`src/inc/urm_pkg.sv`:
```
// Package: register offsets, field layouts and timing constants for the register-map decode block
package urm_pkg;

    // ==========================================================
    // Register offsets (4-bit register address)
    // ==========================================================
    localparam logic [3:0] OFS_HOLD      = 4'h0; // rx_holding read, tx_holding write
    localparam logic [3:0] OFS_IER       = 4'h1;
    localparam logic [3:0] OFS_FIFO_CTL  = 4'h2; // FIFO control write, interrupt_ident read
    localparam logic [3:0] OFS_LINE_FMT  = 4'h3;
    localparam logic [3:0] OFS_MODEM_CTL = 4'h4;
    localparam logic [3:0] OFS_LSR       = 4'h5;
    localparam logic [3:0] OFS_MSR       = 4'h6;
    localparam logic [3:0] OFS_SPR       = 4'h7;
    localparam logic [3:0] OFS_TX_FIFO_FREE_COUNT     = 4'h8;
    localparam logic [3:0] OFS_RX_FIFO_FILL_COUNT     = 4'h9;
    localparam logic [3:0] OFS_UNUSED    = 4'hD;
    localparam logic [3:0] OFS_SW_RESET  = 4'hE;
    localparam logic [3:0] OFS_EXTRA     = 4'hF;
    localparam logic [3:0] OFS_DIV_LO    = 4'h0;
    localparam logic [3:0] OFS_DIV_HI    = 4'h1;
    localparam logic [3:0] OFS_EFR       = 4'h2;
    localparam logic [3:0] OFS_RESUME_CHAR_FIRST      = 4'h4;
    localparam logic [3:0] OFS_RESUME_CHAR_SECOND      = 4'h5;
    localparam logic [3:0] OFS_PAUSE_CHAR_FIRST     = 4'h6;
    localparam logic [3:0] OFS_PAUSE_CHAR_SECOND     = 4'h7;

    // ==========================================================
    // Bank selection and field positions
    // ==========================================================
    localparam logic [7:0] LCR_ENH_KEY   = 8'hBF; // Opens the enhanced bank
    localparam int         LCR_DIV_BIT   = 7;
    localparam int         MCR_TCR_BIT   = 2;
    localparam int         SWRST_BIT     = 3;
    localparam int         FCR_EN_BIT    = 0;
    localparam int         FCR_RXCLR_BIT = 1;
    localparam int         FCR_TXCLR_BIT = 2;
    localparam int         FCR_TXTRIG_LSB = 4; // Two-bit transmit trigger field
    localparam int         FCR_RXTRIG_LSB = 6; // Two-bit receive trigger field
    localparam logic [7:0] IER_GATED     = 8'hF0; // Writable only with enhanced functions on
    localparam logic [7:0] MCR_GATED     = 8'hE4;
    localparam logic [7:0] MCR_RSVD      = 8'h09;
    localparam logic [7:0] EXTRA_LINE_FEATURES_RSVD     = 8'h48;
    localparam logic [7:0] ZERO_BYTE     = 8'h00;

    // ==========================================================
    // FIFO clear timing: crystal clock is ref_clk here
    // ==========================================================
    localparam int         CLK_PERIOD_NS    = 10;
    localparam int         XTAL_PERIOD_NS   = 10;
    localparam int         FIFO_CLR_XTALS   = 2;
    localparam int         FIFO_CLR_NS      = FIFO_CLR_XTALS * XTAL_PERIOD_NS;
    localparam int         FIFO_CLR_CYC_INT = (FIFO_CLR_NS + CLK_PERIOD_NS - 1) / CLK_PERIOD_NS;
    localparam logic [1:0] FIFO_CLR_CYC     = FIFO_CLR_CYC_INT[1:0];
    localparam logic [1:0] CNT_ONE          = 2'h1;
    localparam logic [1:0] CNT_ZERO         = 2'h0;

    // ==========================================================
    // Field layouts
    // ==========================================================
    typedef struct packed {
        logic       auto_cts;
        logic       auto_rts;
        logic       spec_char;
        logic       enh_en;
        logic [3:0] sw_flow;
    } urm_efr_t;

    typedef struct packed {
        logic irda;
        logic rsvd6;
        logic rts_invert;
        logic rts_dir;
        logic rsvd3;
        logic tx_disable;
        logic rx_disable;
        logic nine_bit;
    } urm_extra_line_features_t;

    typedef struct packed {
        logic fifo_data_err;
        logic tx_all_empty;
        logic thr_empty;
        logic break_seen;
        logic framing_err;
        logic parity_err;
        logic overrun;
        logic rx_ready;
    } urm_lsr_t;

    typedef struct packed {
        logic [7:0] div_lo;
        logic [7:0] div_hi;
        logic [7:0] ier;
        logic [7:0] line_format_ctl;
        logic [7:0] modem_line_ctl;
        logic       fifo_en;
        logic [1:0] rx_trig;
        logic [1:0] tx_trig;
        urm_efr_t   enhanced_features;
        logic [7:0] resume_first;
        logic [7:0] resume_second;
        logic [7:0] pause_first;
        logic [7:0] pause_second;
        logic [7:0] thresholds;
        logic [7:0] trig_levels;
        urm_extra_line_features_t  extra_features;
    } urm_cfg_t;

    typedef struct packed {
        urm_lsr_t   line_status;
        logic [7:0] interrupt_ident;
        logic [7:0] rx_holding;
        logic [7:0] tx_free_count;
        logic [7:0] rx_fill_count;
    } urm_stat_t;

endpackage

```
`src/design/urm_sync.sv`:
```
// Two-flop synchroniser for one level crossing into ref_clk
`timescale 1ns/10ps
module urm_sync (
    // Clock and reset
    input  wire logic ref_clk,
    input  wire logic rst_n,
    // Level in and out
    input  wire logic din,
    output logic      dout
);
    typedef struct packed {
        logic first;
        logic second;
    } urm_sync_t;

    urm_sync_t state_reg;
    urm_sync_t state_next;

    // First stage is read only by the second stage
    always_comb begin
        state_next.first  = din;
        state_next.second = state_reg.first;
    end

    // Clears to zero, so a constant high input doubles as a reset release
    always_ff @(posedge ref_clk or negedge rst_n) begin
        if (!rst_n) begin
            state_reg <= '0;
        end else begin
            state_reg <= state_next;
        end
    end

    assign dout = state_reg.second;
endmodule

```
`src/design/urm_regmap.sv`:
```
// Register-map decode and access gating for the serial-port bridge
`timescale 1ns/10ps
module urm_regmap (
    // Clock and reset
    input  wire logic               ref_clk,
    input  wire logic               arst_n,
    // Register port from the serial front end (same clock)
    input  wire logic [3:0]         reg_addr,
    input  wire logic               reg_wr,
    input  wire logic               reg_rd,
    input  wire logic [7:0]         reg_wdata,
    output logic      [7:0]         reg_rdata,
    output logic                    reg_rvalid,
    // UART core status and CTS pin
    input  wire urm_pkg::urm_stat_t core_stat,
    input  wire logic               cts_pin,
    // Configuration and strobes to the UART core
    output urm_pkg::urm_cfg_t       cfg,
    output logic                    tx_push,
    output logic      [7:0]         tx_data,
    output logic                    rx_pop,
    output logic                    ident_pop,
    output logic                    tx_fifo_clr,
    output logic                    rx_fifo_clr,
    output logic                    sw_reset
);
    typedef struct packed {
        urm_pkg::urm_cfg_t cfg;
        logic [7:0]        scratch;
        logic              cts_prev;
        logic              cts_delta;
        logic [1:0]        tx_clr_cnt;
        logic [1:0]        rx_clr_cnt;
        logic              tx_clr;
        logic              rx_clr;
        logic [7:0]        rdata;
        logic              rvalid;
        logic              tx_push;
        logic [7:0]        tx_data;
        logic              rx_pop;
        logic              ident_pop;
        logic              sw_reset;
    } urm_state_t;

    urm_state_t state_reg;
    urm_state_t state_next;
    logic       rst_n;
    logic       cts_sync;
    logic       bank_gen;
    logic       bank_div;
    logic       bank_enh;
    logic       tcr_sel;
    logic       enh_on;

    // ==========================================================
    // Reset release and CTS pin synchronisers
    // ==========================================================
    urm_sync u_rst_sync (
        .ref_clk (ref_clk),
        .rst_n   (arst_n),
        .din     (1'b1),
        .dout    (rst_n)
    );

    urm_sync u_cts_sync (
        .ref_clk (ref_clk),
        .rst_n   (rst_n),
        .din     (cts_pin),
        .dout    (cts_sync)
    );

    // ==========================================================
    // Bank selection
    // ==========================================================
    // Decoded from the held line-format value, so a bank flips on the write after
    assign bank_gen = !state_reg.cfg.line_format_ctl[urm_pkg::LCR_DIV_BIT];
    assign bank_enh = state_reg.cfg.line_format_ctl == urm_pkg::LCR_ENH_KEY;
    assign bank_div = !bank_gen && !bank_enh;
    assign enh_on   = state_reg.cfg.enhanced_features.enh_en;
    assign tcr_sel  = enh_on && state_reg.cfg.modem_line_ctl[urm_pkg::MCR_TCR_BIT];

    // ==========================================================
    // Next-state logic: writes, reads, strobes, FIFO clear timers
    // ==========================================================
    always_comb begin
        state_next           = state_reg;
        state_next.rvalid    = 1'b0;
        state_next.tx_push   = 1'b0;
        state_next.rx_pop    = 1'b0;
        state_next.ident_pop = 1'b0;
        state_next.sw_reset  = 1'b0;
        // FIFO clear timers count down to zero
        if (state_reg.tx_clr_cnt != urm_pkg::CNT_ZERO) begin
            state_next.tx_clr_cnt = state_reg.tx_clr_cnt - urm_pkg::CNT_ONE;
        end
        if (state_reg.rx_clr_cnt != urm_pkg::CNT_ZERO) begin
            state_next.rx_clr_cnt = state_reg.rx_clr_cnt - urm_pkg::CNT_ONE;
        end
        // Writes; the format register stays reachable so software can always leave a bank
        if (reg_wr) begin
            if (reg_addr == urm_pkg::OFS_LINE_FMT) begin
                state_next.cfg.line_format_ctl = reg_wdata;
            end else if (bank_gen && reg_addr == urm_pkg::OFS_HOLD) begin
                state_next.tx_push = 1'b1;
                state_next.tx_data = reg_wdata;
            end else if (bank_gen && reg_addr == urm_pkg::OFS_IER) begin
                state_next.cfg.ier = enh_on ? reg_wdata
                    : (reg_wdata & ~urm_pkg::IER_GATED) | (state_reg.cfg.ier & urm_pkg::IER_GATED);
            end else if (bank_gen && reg_addr == urm_pkg::OFS_FIFO_CTL) begin
                state_next.cfg.fifo_en = reg_wdata[urm_pkg::FCR_EN_BIT];
                state_next.cfg.rx_trig = reg_wdata[urm_pkg::FCR_RXTRIG_LSB +: 2];
                if (enh_on) begin
                    state_next.cfg.tx_trig = reg_wdata[urm_pkg::FCR_TXTRIG_LSB +: 2];
                end
                // Clear held for the full minimum so the FIFO logic always completes
                if (reg_wdata[urm_pkg::FCR_TXCLR_BIT]) begin
                    state_next.tx_clr_cnt = urm_pkg::FIFO_CLR_CYC;
                end
                if (reg_wdata[urm_pkg::FCR_RXCLR_BIT]) begin
                    state_next.rx_clr_cnt = urm_pkg::FIFO_CLR_CYC;
                end
            end else if (bank_gen && reg_addr == urm_pkg::OFS_MODEM_CTL) begin
                state_next.cfg.modem_line_ctl = (enh_on ? reg_wdata
                    : (reg_wdata & ~urm_pkg::MCR_GATED) | (state_reg.cfg.modem_line_ctl & urm_pkg::MCR_GATED))
                    & ~urm_pkg::MCR_RSVD;
            end else if (bank_gen && reg_addr == urm_pkg::OFS_MSR && tcr_sel) begin
                state_next.cfg.thresholds = reg_wdata;
            end else if (bank_gen && reg_addr == urm_pkg::OFS_SPR) begin
                if (tcr_sel) begin
                    state_next.cfg.trig_levels = reg_wdata;
                end else begin
                    state_next.scratch = reg_wdata;
                end
            end else if (bank_gen && reg_addr == urm_pkg::OFS_SW_RESET) begin
                state_next.sw_reset = reg_wdata[urm_pkg::SWRST_BIT];
            end else if (bank_gen && reg_addr == urm_pkg::OFS_EXTRA) begin
                state_next.cfg.extra_features = reg_wdata & ~urm_pkg::EXTRA_LINE_FEATURES_RSVD;
            end else if (bank_div && reg_addr == urm_pkg::OFS_DIV_LO) begin
                state_next.cfg.div_lo = reg_wdata;
            end else if (bank_div && reg_addr == urm_pkg::OFS_DIV_HI) begin
                state_next.cfg.div_hi = reg_wdata;
            end else if (bank_enh && reg_addr == urm_pkg::OFS_EFR) begin
                state_next.cfg.enhanced_features = reg_wdata;
            end else if (bank_enh && reg_addr == urm_pkg::OFS_RESUME_CHAR_FIRST) begin
                state_next.cfg.resume_first = reg_wdata;
            end else if (bank_enh && reg_addr == urm_pkg::OFS_RESUME_CHAR_SECOND) begin
                state_next.cfg.resume_second = reg_wdata;
            end else if (bank_enh && reg_addr == urm_pkg::OFS_PAUSE_CHAR_FIRST) begin
                state_next.cfg.pause_first = reg_wdata;
            end else if (bank_enh && reg_addr == urm_pkg::OFS_PAUSE_CHAR_SECOND) begin
                state_next.cfg.pause_second = reg_wdata;
            end
        end
        // Reads; anything unmapped in the current bank answers zero
        if (reg_rd) begin
            state_next.rvalid = 1'b1;
            state_next.rdata  = urm_pkg::ZERO_BYTE;
            if (reg_addr == urm_pkg::OFS_LINE_FMT) begin
                state_next.rdata = state_reg.cfg.line_format_ctl;
            end else if (bank_gen && reg_addr == urm_pkg::OFS_HOLD) begin
                state_next.rdata  = core_stat.rx_holding;
                state_next.rx_pop = 1'b1;
            end else if (bank_gen && reg_addr == urm_pkg::OFS_IER) begin
                state_next.rdata = state_reg.cfg.ier;
            end else if (bank_gen && reg_addr == urm_pkg::OFS_FIFO_CTL) begin
                // One pop per read; the host keeps these reads apart
                state_next.rdata     = core_stat.interrupt_ident;
                state_next.ident_pop = 1'b1;
            end else if (bank_gen && reg_addr == urm_pkg::OFS_MODEM_CTL) begin
                state_next.rdata = state_reg.cfg.modem_line_ctl;
            end else if (bank_gen && reg_addr == urm_pkg::OFS_LSR) begin
                state_next.rdata = core_stat.line_status;
            end else if (bank_gen && reg_addr == urm_pkg::OFS_MSR) begin
                if (tcr_sel) begin
                    state_next.rdata = state_reg.cfg.thresholds;
                end else begin
                    state_next.rdata     = {3'h0, state_reg.cts_prev, 3'h0, state_reg.cts_delta};
                    state_next.cts_delta = 1'b0;
                end
            end else if (bank_gen && reg_addr == urm_pkg::OFS_SPR) begin
                state_next.rdata = tcr_sel ? state_reg.cfg.trig_levels : state_reg.scratch;
            end else if (bank_gen && reg_addr == urm_pkg::OFS_TX_FIFO_FREE_COUNT) begin
                state_next.rdata = core_stat.tx_free_count;
            end else if (bank_gen && reg_addr == urm_pkg::OFS_RX_FIFO_FILL_COUNT) begin
                state_next.rdata = core_stat.rx_fill_count;
            end else if (bank_gen && reg_addr == urm_pkg::OFS_EXTRA) begin
                state_next.rdata = state_reg.cfg.extra_features;
            end else if (bank_div && reg_addr == urm_pkg::OFS_DIV_LO) begin
                state_next.rdata = state_reg.cfg.div_lo;
            end else if (bank_div && reg_addr == urm_pkg::OFS_DIV_HI) begin
                state_next.rdata = state_reg.cfg.div_hi;
            end else if (bank_enh && reg_addr == urm_pkg::OFS_EFR) begin
                state_next.rdata = state_reg.cfg.enhanced_features;
            end else if (bank_enh && reg_addr == urm_pkg::OFS_RESUME_CHAR_FIRST) begin
                state_next.rdata = state_reg.cfg.resume_first;
            end else if (bank_enh && reg_addr == urm_pkg::OFS_RESUME_CHAR_SECOND) begin
                state_next.rdata = state_reg.cfg.resume_second;
            end else if (bank_enh && reg_addr == urm_pkg::OFS_PAUSE_CHAR_FIRST) begin
                state_next.rdata = state_reg.cfg.pause_first;
            end else if (bank_enh && reg_addr == urm_pkg::OFS_PAUSE_CHAR_SECOND) begin
                state_next.rdata = state_reg.cfg.pause_second;
            end
        end
        // CTS change sets the delta after any read clear, so the event wins
        state_next.cts_prev = cts_sync;
        if (cts_sync != state_reg.cts_prev) begin
            state_next.cts_delta = 1'b1;
        end
        // Software reset returns configuration to defaults, leaving the divisor alone
        if (state_reg.sw_reset) begin
            state_next.cfg        = '0;
            state_next.cfg.div_lo = state_reg.cfg.div_lo;
            state_next.cfg.div_hi = state_reg.cfg.div_hi;
            state_next.tx_clr_cnt = urm_pkg::FIFO_CLR_CYC;
            state_next.rx_clr_cnt = urm_pkg::FIFO_CLR_CYC;
        end
        state_next.tx_clr = state_next.tx_clr_cnt != urm_pkg::CNT_ZERO;
        state_next.rx_clr = state_next.rx_clr_cnt != urm_pkg::CNT_ZERO;
    end

    // State register
    always_ff @(posedge ref_clk or negedge rst_n) begin
        if (!rst_n) begin
            state_reg <= '0;
        end else begin
            state_reg <= state_next;
        end
    end

    // ==========================================================
    // Outputs, all straight from the state register
    // ==========================================================
    assign reg_rdata   = state_reg.rdata;
    assign reg_rvalid  = state_reg.rvalid;
    assign cfg         = state_reg.cfg;
    assign tx_push     = state_reg.tx_push;
    assign tx_data     = state_reg.tx_data;
    assign rx_pop      = state_reg.rx_pop;
    assign ident_pop   = state_reg.ident_pop;
    assign tx_fifo_clr = state_reg.tx_clr;
    assign rx_fifo_clr = state_reg.rx_clr;
    assign sw_reset    = state_reg.sw_reset;
endmodule

```
`config.mk`:
```
export PLATFORM = sky130hd
export DESIGN_NAME = urm_regmap
export DESIGN_NICKNAME = d
export VERILOG_FILES = /design/src/inc/urm_pkg.sv /design/src/design/urm_sync.sv /design/src/design/urm_regmap.sv
export SDC_FILE = /design/constraint.sdc
export NUM_CORES = 1
export LEC_CHECK = 0
export BUFFER_PORTS_ARGS = -buffer_cell sky130_fd_sc_hd__buf_2
export CORE_MARGIN = 2
export CORE_UTILIZATION = 56
export CTS_CLUSTER_DIAMETER = 120
export CTS_CLUSTER_SIZE = 10
export DETAILED_ROUTE_END_ITERATION = 8
export PLACE_DENSITY = 0.81
export SLEW_MARGIN = 20
export SYNTH_ARGS = -nofsm -noshare
export SYNTH_HDL_FRONTEND = slang
export SYNTH_HIERARCHICAL = 1
export SYNTH_SLANG_ARGS = --single-unit
```
`constraint.sdc`:
```
create_clock -name ref_clk -period 5.45 [get_ports ref_clk]
set_input_delay 0.545 -clock ref_clk [delete_from_list [all_inputs] [get_ports ref_clk]]
set_output_delay 0.545 -clock ref_clk [all_outputs]
set_load 0.01 [all_outputs]
```
# Yosys cells after proc, flatten, opt, wreduce, memory -nomap -nowiden
# Cells that the tools add are included.
dict set report classes {
  muxes 100
  eq_ne 35
  n_reduce_logical 63
  n_bitwise 14
  n_addsub 2
}
# op n
set ops {}
lappend ops {{two-way mux 8 bit} 42}
lappend ops {{two-way mux 85 bit} 3}
lappend ops {{two-way mux 40 bit} 6}
lappend ops {{two-way mux 72 bit} 2}
lappend ops {{two-way mux 101 bit} 1}
lappend ops {{two-way mux 93 bit} 1}
lappend ops {{two-way mux 24 bit} 2}
lappend ops {{nonzero test 2 bit} 21}
lappend ops {{two-way mux 32 bit} 1}
lappend ops {{!= test 2 bit, second input constant} 15}
lappend ops {{two-way mux 9 bit} 3}
lappend ops {{AND reduction 9 bit} 3}
lappend ops {{AND reduction 13 bit} 2}
lappend ops {{two-way mux 1 bit} 24}
lappend ops {{two-way mux 4 bit} 6}
lappend ops {{logical AND 1 bit} 21}
lappend ops {{AND reduction 17 bit} 1}
lappend ops {{== test 4 x 3 -> 1 bit, second input constant} 4}
lappend ops {{== test 4 bit, second input constant} 4}
lappend ops {{two-way mux 16 bit} 1}
lappend ops {{AND reduction 16 bit} 1}
lappend ops {{AND reduction 15 bit} 1}
lappend ops {{two-way mux 2 bit} 7}
lappend ops {{!= test 2 x 1 -> 1 bit, second input constant} 7}
lappend ops {{other kinds (20)} 35}
dict set report totals {
  regBits 150
  wordCells 259
  input_bits 57
  out_inout_bits 132
}

# Depth between registers and ports, before layout
dict set report logic_depth {
  depth_word 20
  mapped_depth 9
  ltp_nobuf 5
}

# By module
# Netlist, hierarchy kept.
# mod cells_each n_inst area_each_um2 seq_area_each_um2
set by_module_without_submodules {}
lappend by_module_without_submodules {urm_regmap 900 1 8772.2 3553.4}
lappend by_module_without_submodules {urm_sync 2 2 50.0 50.0}

# Least setup slack after synthesis
# Ideal clock, no wire load.
dict set report synth_path {
  path_kind {input-to-reg}
  from {input port reg_addr[0]}
  to {register state_reg (netlist bit cfg[101])}
  required_ns 5.325
  arrival_time_ns 2.217
  path_slack_ns 3.108
  setup_time_ns 0.125
  path_stages 7
  path_cell_list {buf_2 > nor3b_1 > o21bai_1 > a2111oi_4 > and4_1 > buf_6 > mux2_4}
}
dict set report synth_via {
  elab_chain_len 5
  word_cells_on_any_way 29
  cone_classes {eq/ne (8); bitwise (9); reduce/logical (12)}
}
# element line_no
set synth_lines {}
lappend synth_lines {{start, declared} urm_regmap.sv:8} ;# input wire logic [3:0] reg_addr,
lappend synth_lines {{== test 4 x 3 -> 1 bit} urm_regmap.sv:126} ;# end else if (bank_gen && reg_addr == urm_pkg::OFS_MSR && tcr_sel) begin
lappend synth_lines {{logical AND 1 bit (2 in a row)} urm_regmap.sv:126}
lappend synth_lines {{inverter 1 bit (no source line)} -}
lappend synth_lines {{AND reduction 12 bit (no source line) (*)} -}
lappend synth_lines {{end signal, assigned} urm_regmap.sv:226} ;# state_reg <= state_next;
lappend synth_lines {{end, declared} urm_regmap.sv:45} ;# urm_state_t state_reg;
# Every way passes the cells marked *; elsewhere a longest branch is shown, timed or not.
# A chain may end at the register's enable or synchronous reset.

# Final worst setup path
dict set report layout_path {
  from {input port reg_addr[3]}
  to {register state_reg (netlist bit cfg[101])}
}
# The elaborated chain is that of the path after synthesis.

==> impl_metrics.env <==
export IMPL_slowest_stage="or3b_1"
export IMPL_rsz0062_at_grt="false"
export IMPL_fp_dieW_um=130
export IMPL_top_usage_layer="met2"
export IMPL_clk_pin_slew_worst_paths_ns=0.06
export IMPL_synth_top_flop_cell="dfrtp_1"
export IMPL_p_sw_mw=1.05
export IMPL_io_pins=189
export IMPL_synth_xor_area_share_pct=0.282
export IMPL_start_util_pct=56.7
export IMPL_ant_nets=0
export IMPL_drive_gt1_share_pct=35.0
export IMPL_antenna_found_initial=1
export IMPL_required_ns=5.76
export IMPL_grt_use_total_pct=33.4
export IMPL_ys_ff_latch=146
export IMPL_leakage_nw=4.64
export IMPL_io_buffers=184
export IMPL_synth_edf_count=0
export IMPL_cts_buffers_inserted=17
export IMPL_async_reset_ff_share_pct=100
export IMPL_gr_total_overflow=0
export IMPL_synth_simple_gate_area_share_pct=15.8
export IMPL_crit_type="in2reg"
export IMPL_gp_congestion=1.05
export IMPL_outcome="completed"
export IMPL_p_seq_share_pct=42.5
export IMPL_hold_slack_ns=0.213
export IMPL_root_buffer="clkbuf_16"
export IMPL_cts_repair_resized=0
export IMPL_cap_violations=0
export IMPL_cp_max_fo=31
export IMPL_vdd_drop_max_v=0.000215
export IMPL_dp_hpwl_mm=20.2
export IMPL_use_met2_pct=50.3
export IMPL_routed_wl_mm=28.2
export IMPL_wire_per_inst_um=24.4
export IMPL_synth_top_family_by_area="simple AND/OR/NAND/NOR gates"
export IMPL_synthMuxAreaShare_pct=13.4
export IMPL_synthTopCellsByArea="dfrtp_1 (41%), buf_4 (11%), mux2_2 (8.5%)"
export IMPL_cp_end_kind="flop"
export IMPL_hold_class="in2reg"
export IMPL_grt_first_pass_wirelength_mm=41.2
export IMPL_fin_setup_tns_ns=0
export IMPL_timing_fmax_mhz=317
export IMPL_p_int_mw=2.22
export IMPL_finClkSkew_ns=0.0118
export IMPL_maxSlewViolCount=0
export IMPL_via_count=7368
export IMPL_fp_row_count=46
export IMPL_path_cells="buf_2 > or3b_1 > nor3_4 > a2111oi_4 > and4_1 > mux2_4"
export IMPL_relSlewSlack_pct=36.9
export IMPL_power_density_nw_per_um2=343
export IMPL_setup_violations=0
export IMPL_grt_pass1_vias=6737
export IMPL_synth_area_um2=8870
export IMPL_num_antenna_cells=0
export IMPL_htreeDepth=4
export IMPL_finalCritPeriodShare_pct=57.9
export IMPL_total_power_mw=3.27
export IMPL_use_met3_pct=7.91
export IMPL_synth_distinct_cells=86
export IMPL_synthAdderAreaFrac_pct=0
export IMPL_cts_sinks=146
export IMPL_met1_usage_pct=46.5
export IMPL_ys_warn_count=6
export IMPL_die_area_um2=16900
export IMPL_clk_path_buf_depth=2
export IMPL_critPathMaxStageDelay_ns=0.67
export IMPL_final_nets=986
export IMPL_clk_latency_ns=0.44
export IMPL_ys_seq_area_share_pct=41.2
export IMPL_synth_compound_area_share_pct=14.7
export IMPL_cp_arrival_ns=3.47
export IMPL_die_height_um=130
export IMPL_areaGrowthSynthToFinish_pct=7.32
export IMPL_syn_inst=904
export IMPL_synth_top_area_cell="dfrtp_1"
export IMPL_comb_power_share_pct=21.0
export IMPL_worst_pin_slew_ns=0.941
export IMPL_hold_viol=0
export IMPL_tritoncts="built"
export IMPL_worstSetupStartpointType="input pin"
export IMPL_largest_reg_flops=104
export IMPL_via_per_inst=6.36
export IMPL_grt_max_degree=71
export IMPL_yosysTopAreaCellShare_pct=41.2
export IMPL_drc=0
export IMPL_syn_area_per_cell_um2=9.81
export IMPL_coreArea_um2=15700
export IMPL_p_clk_share_pct=36.5
export IMPL_drtIter0Drc=1042
export IMPL_fin_crit_ns=3.15
export IMPL_post_cts_buffers=0
export IMPL_drtPass1Iterations=8
export IMPL_switching_share_pct=32.2
-- metrics by stage --
| stage | cells | util (%) | cell area [um^2] | setup WS [ns] |
|---|---|---|---|---|
| 2_1_floorplan | 907 | - | 8880 | 1.08 |
| 3_3_place_gp | 1125 | 56.9 | 8910 | 2.04 |
| 3_5_place_dp | 1125 | 56.9 | 8910 | 1.95 |
| 4_1_cts | 1158 | 60.8 | 9520 | 2.42 |
| 5_1_grt | 1158 | 60.8 | 9520 | 2.23 |
| 6_report | 1158 | 60.8 | 9520 | 2.30 |
-- cells in the final DEF, fill, tap and decap left out, drive strengths merged, types with 6 or more instances in the layout --
master   count
a211oi      11
a21oi       39
a22oi        6
and3         7
buf        192
clkbuf      17
clkinv       6
dfrtp      146
inv         20
mux2        75
mux2i       25
nand2       85
nand2b      15
nand3       31
nand3b       7
nor2        40
nor2b        7
nor3        28
nor3b        9
o2111ai      9
o21ai       40
o22ai        8
o31ai        6
or3          6
-- power by group through the flow --
stage	clock [mW]	sequential [mW]	combinational, mW
global route	1.24	1.40	0.735
CTS	1.20	1.38	0.678
global placement	0	1.40	0.657
floorplan	0	1.35	0.598
finish	1.19	1.39	0.685
detailed placement	0	1.40	0.673
-- repair_timing --
action,CTS,global route
hold buffers,1,0
endpoints found under the hold margin,2,0
endpoints found under the setup margin,0,0
-- cell usage after synthesis, types with 11 or more instances --
| master | number |
|---|---|
| clkbuf_1 | 38 |
| dfrtp_1 | 146 |
| a21oi_1 | 38 |
| o21ai_0 | 36 |
| mux2_2 | 67 |
| nand2_1 | 84 |
| buf_4 | 127 |
| nor3_1 | 25 |
| buf_2 | 17 |
| nand3_1 | 28 |
| inv_1 | 13 |
| nand2b_1 | 15 |
| mux2i_1 | 25 |
| nor2_1 | 39 |
| a211oi_1 | 11 |
-- routing by layer --
metal | wire length (um) | up-vias
met3 | 3030 | 96
met1 | 11200 | 3585
met5 | 11 | -
met4 | 1040 | 2
li1 | - | 3161
met2 | 12900 | 524
-- area by class of cell --
class | count | area [um^2]
flip-flops and latches | 146 | 3660
multi-input cells | 557 | 3960
fillers | 1359 | 6130
repair buffers | 193 | 991
clock buffers | 17 | 425
clock inverters | 15 | 170
well taps | 216 | 270
inverters | 14 | 52.6
-- path summary, 6_finish.rpt --
path / startpoint / cells past startpoint / slack [ns] / endpoint
max: reg_addr[3] / 6 / 2.30 / cfg[101]
min in group asynchronous: u_rst_sync/dout / 0 / 0.24 / tx_data[7]
max in group asynchronous: u_rst_sync/dout / 1 / 3.98 / cfg[61]
max reg2reg: cfg[84] / 6 / 2.36 / cfg[101]
min reg2reg: u_rst_sync/dout / 0 / 0.24 / tx_data[7]
min: cts_pin / 1 / 0.21 / u_cts_sync/state_next[0]
-- cell families after synthesis --
family,after synthesis
simple gates,264
buf+inv,204
compound gates,183
flops,146
mux,103
xor+xnor,2
other cells,2
-- worst max-delay path, delay by kind of cell --
kind                   cells  cell delay (ns)
multiplexers               1             0.35
AND/OR/NAND/NOR            3             1.52
buffers and inverters      1             0.48
AO/OA/AOI/OAI              1             0.56
No activity file was read; power rests on OpenSTA's default activity.
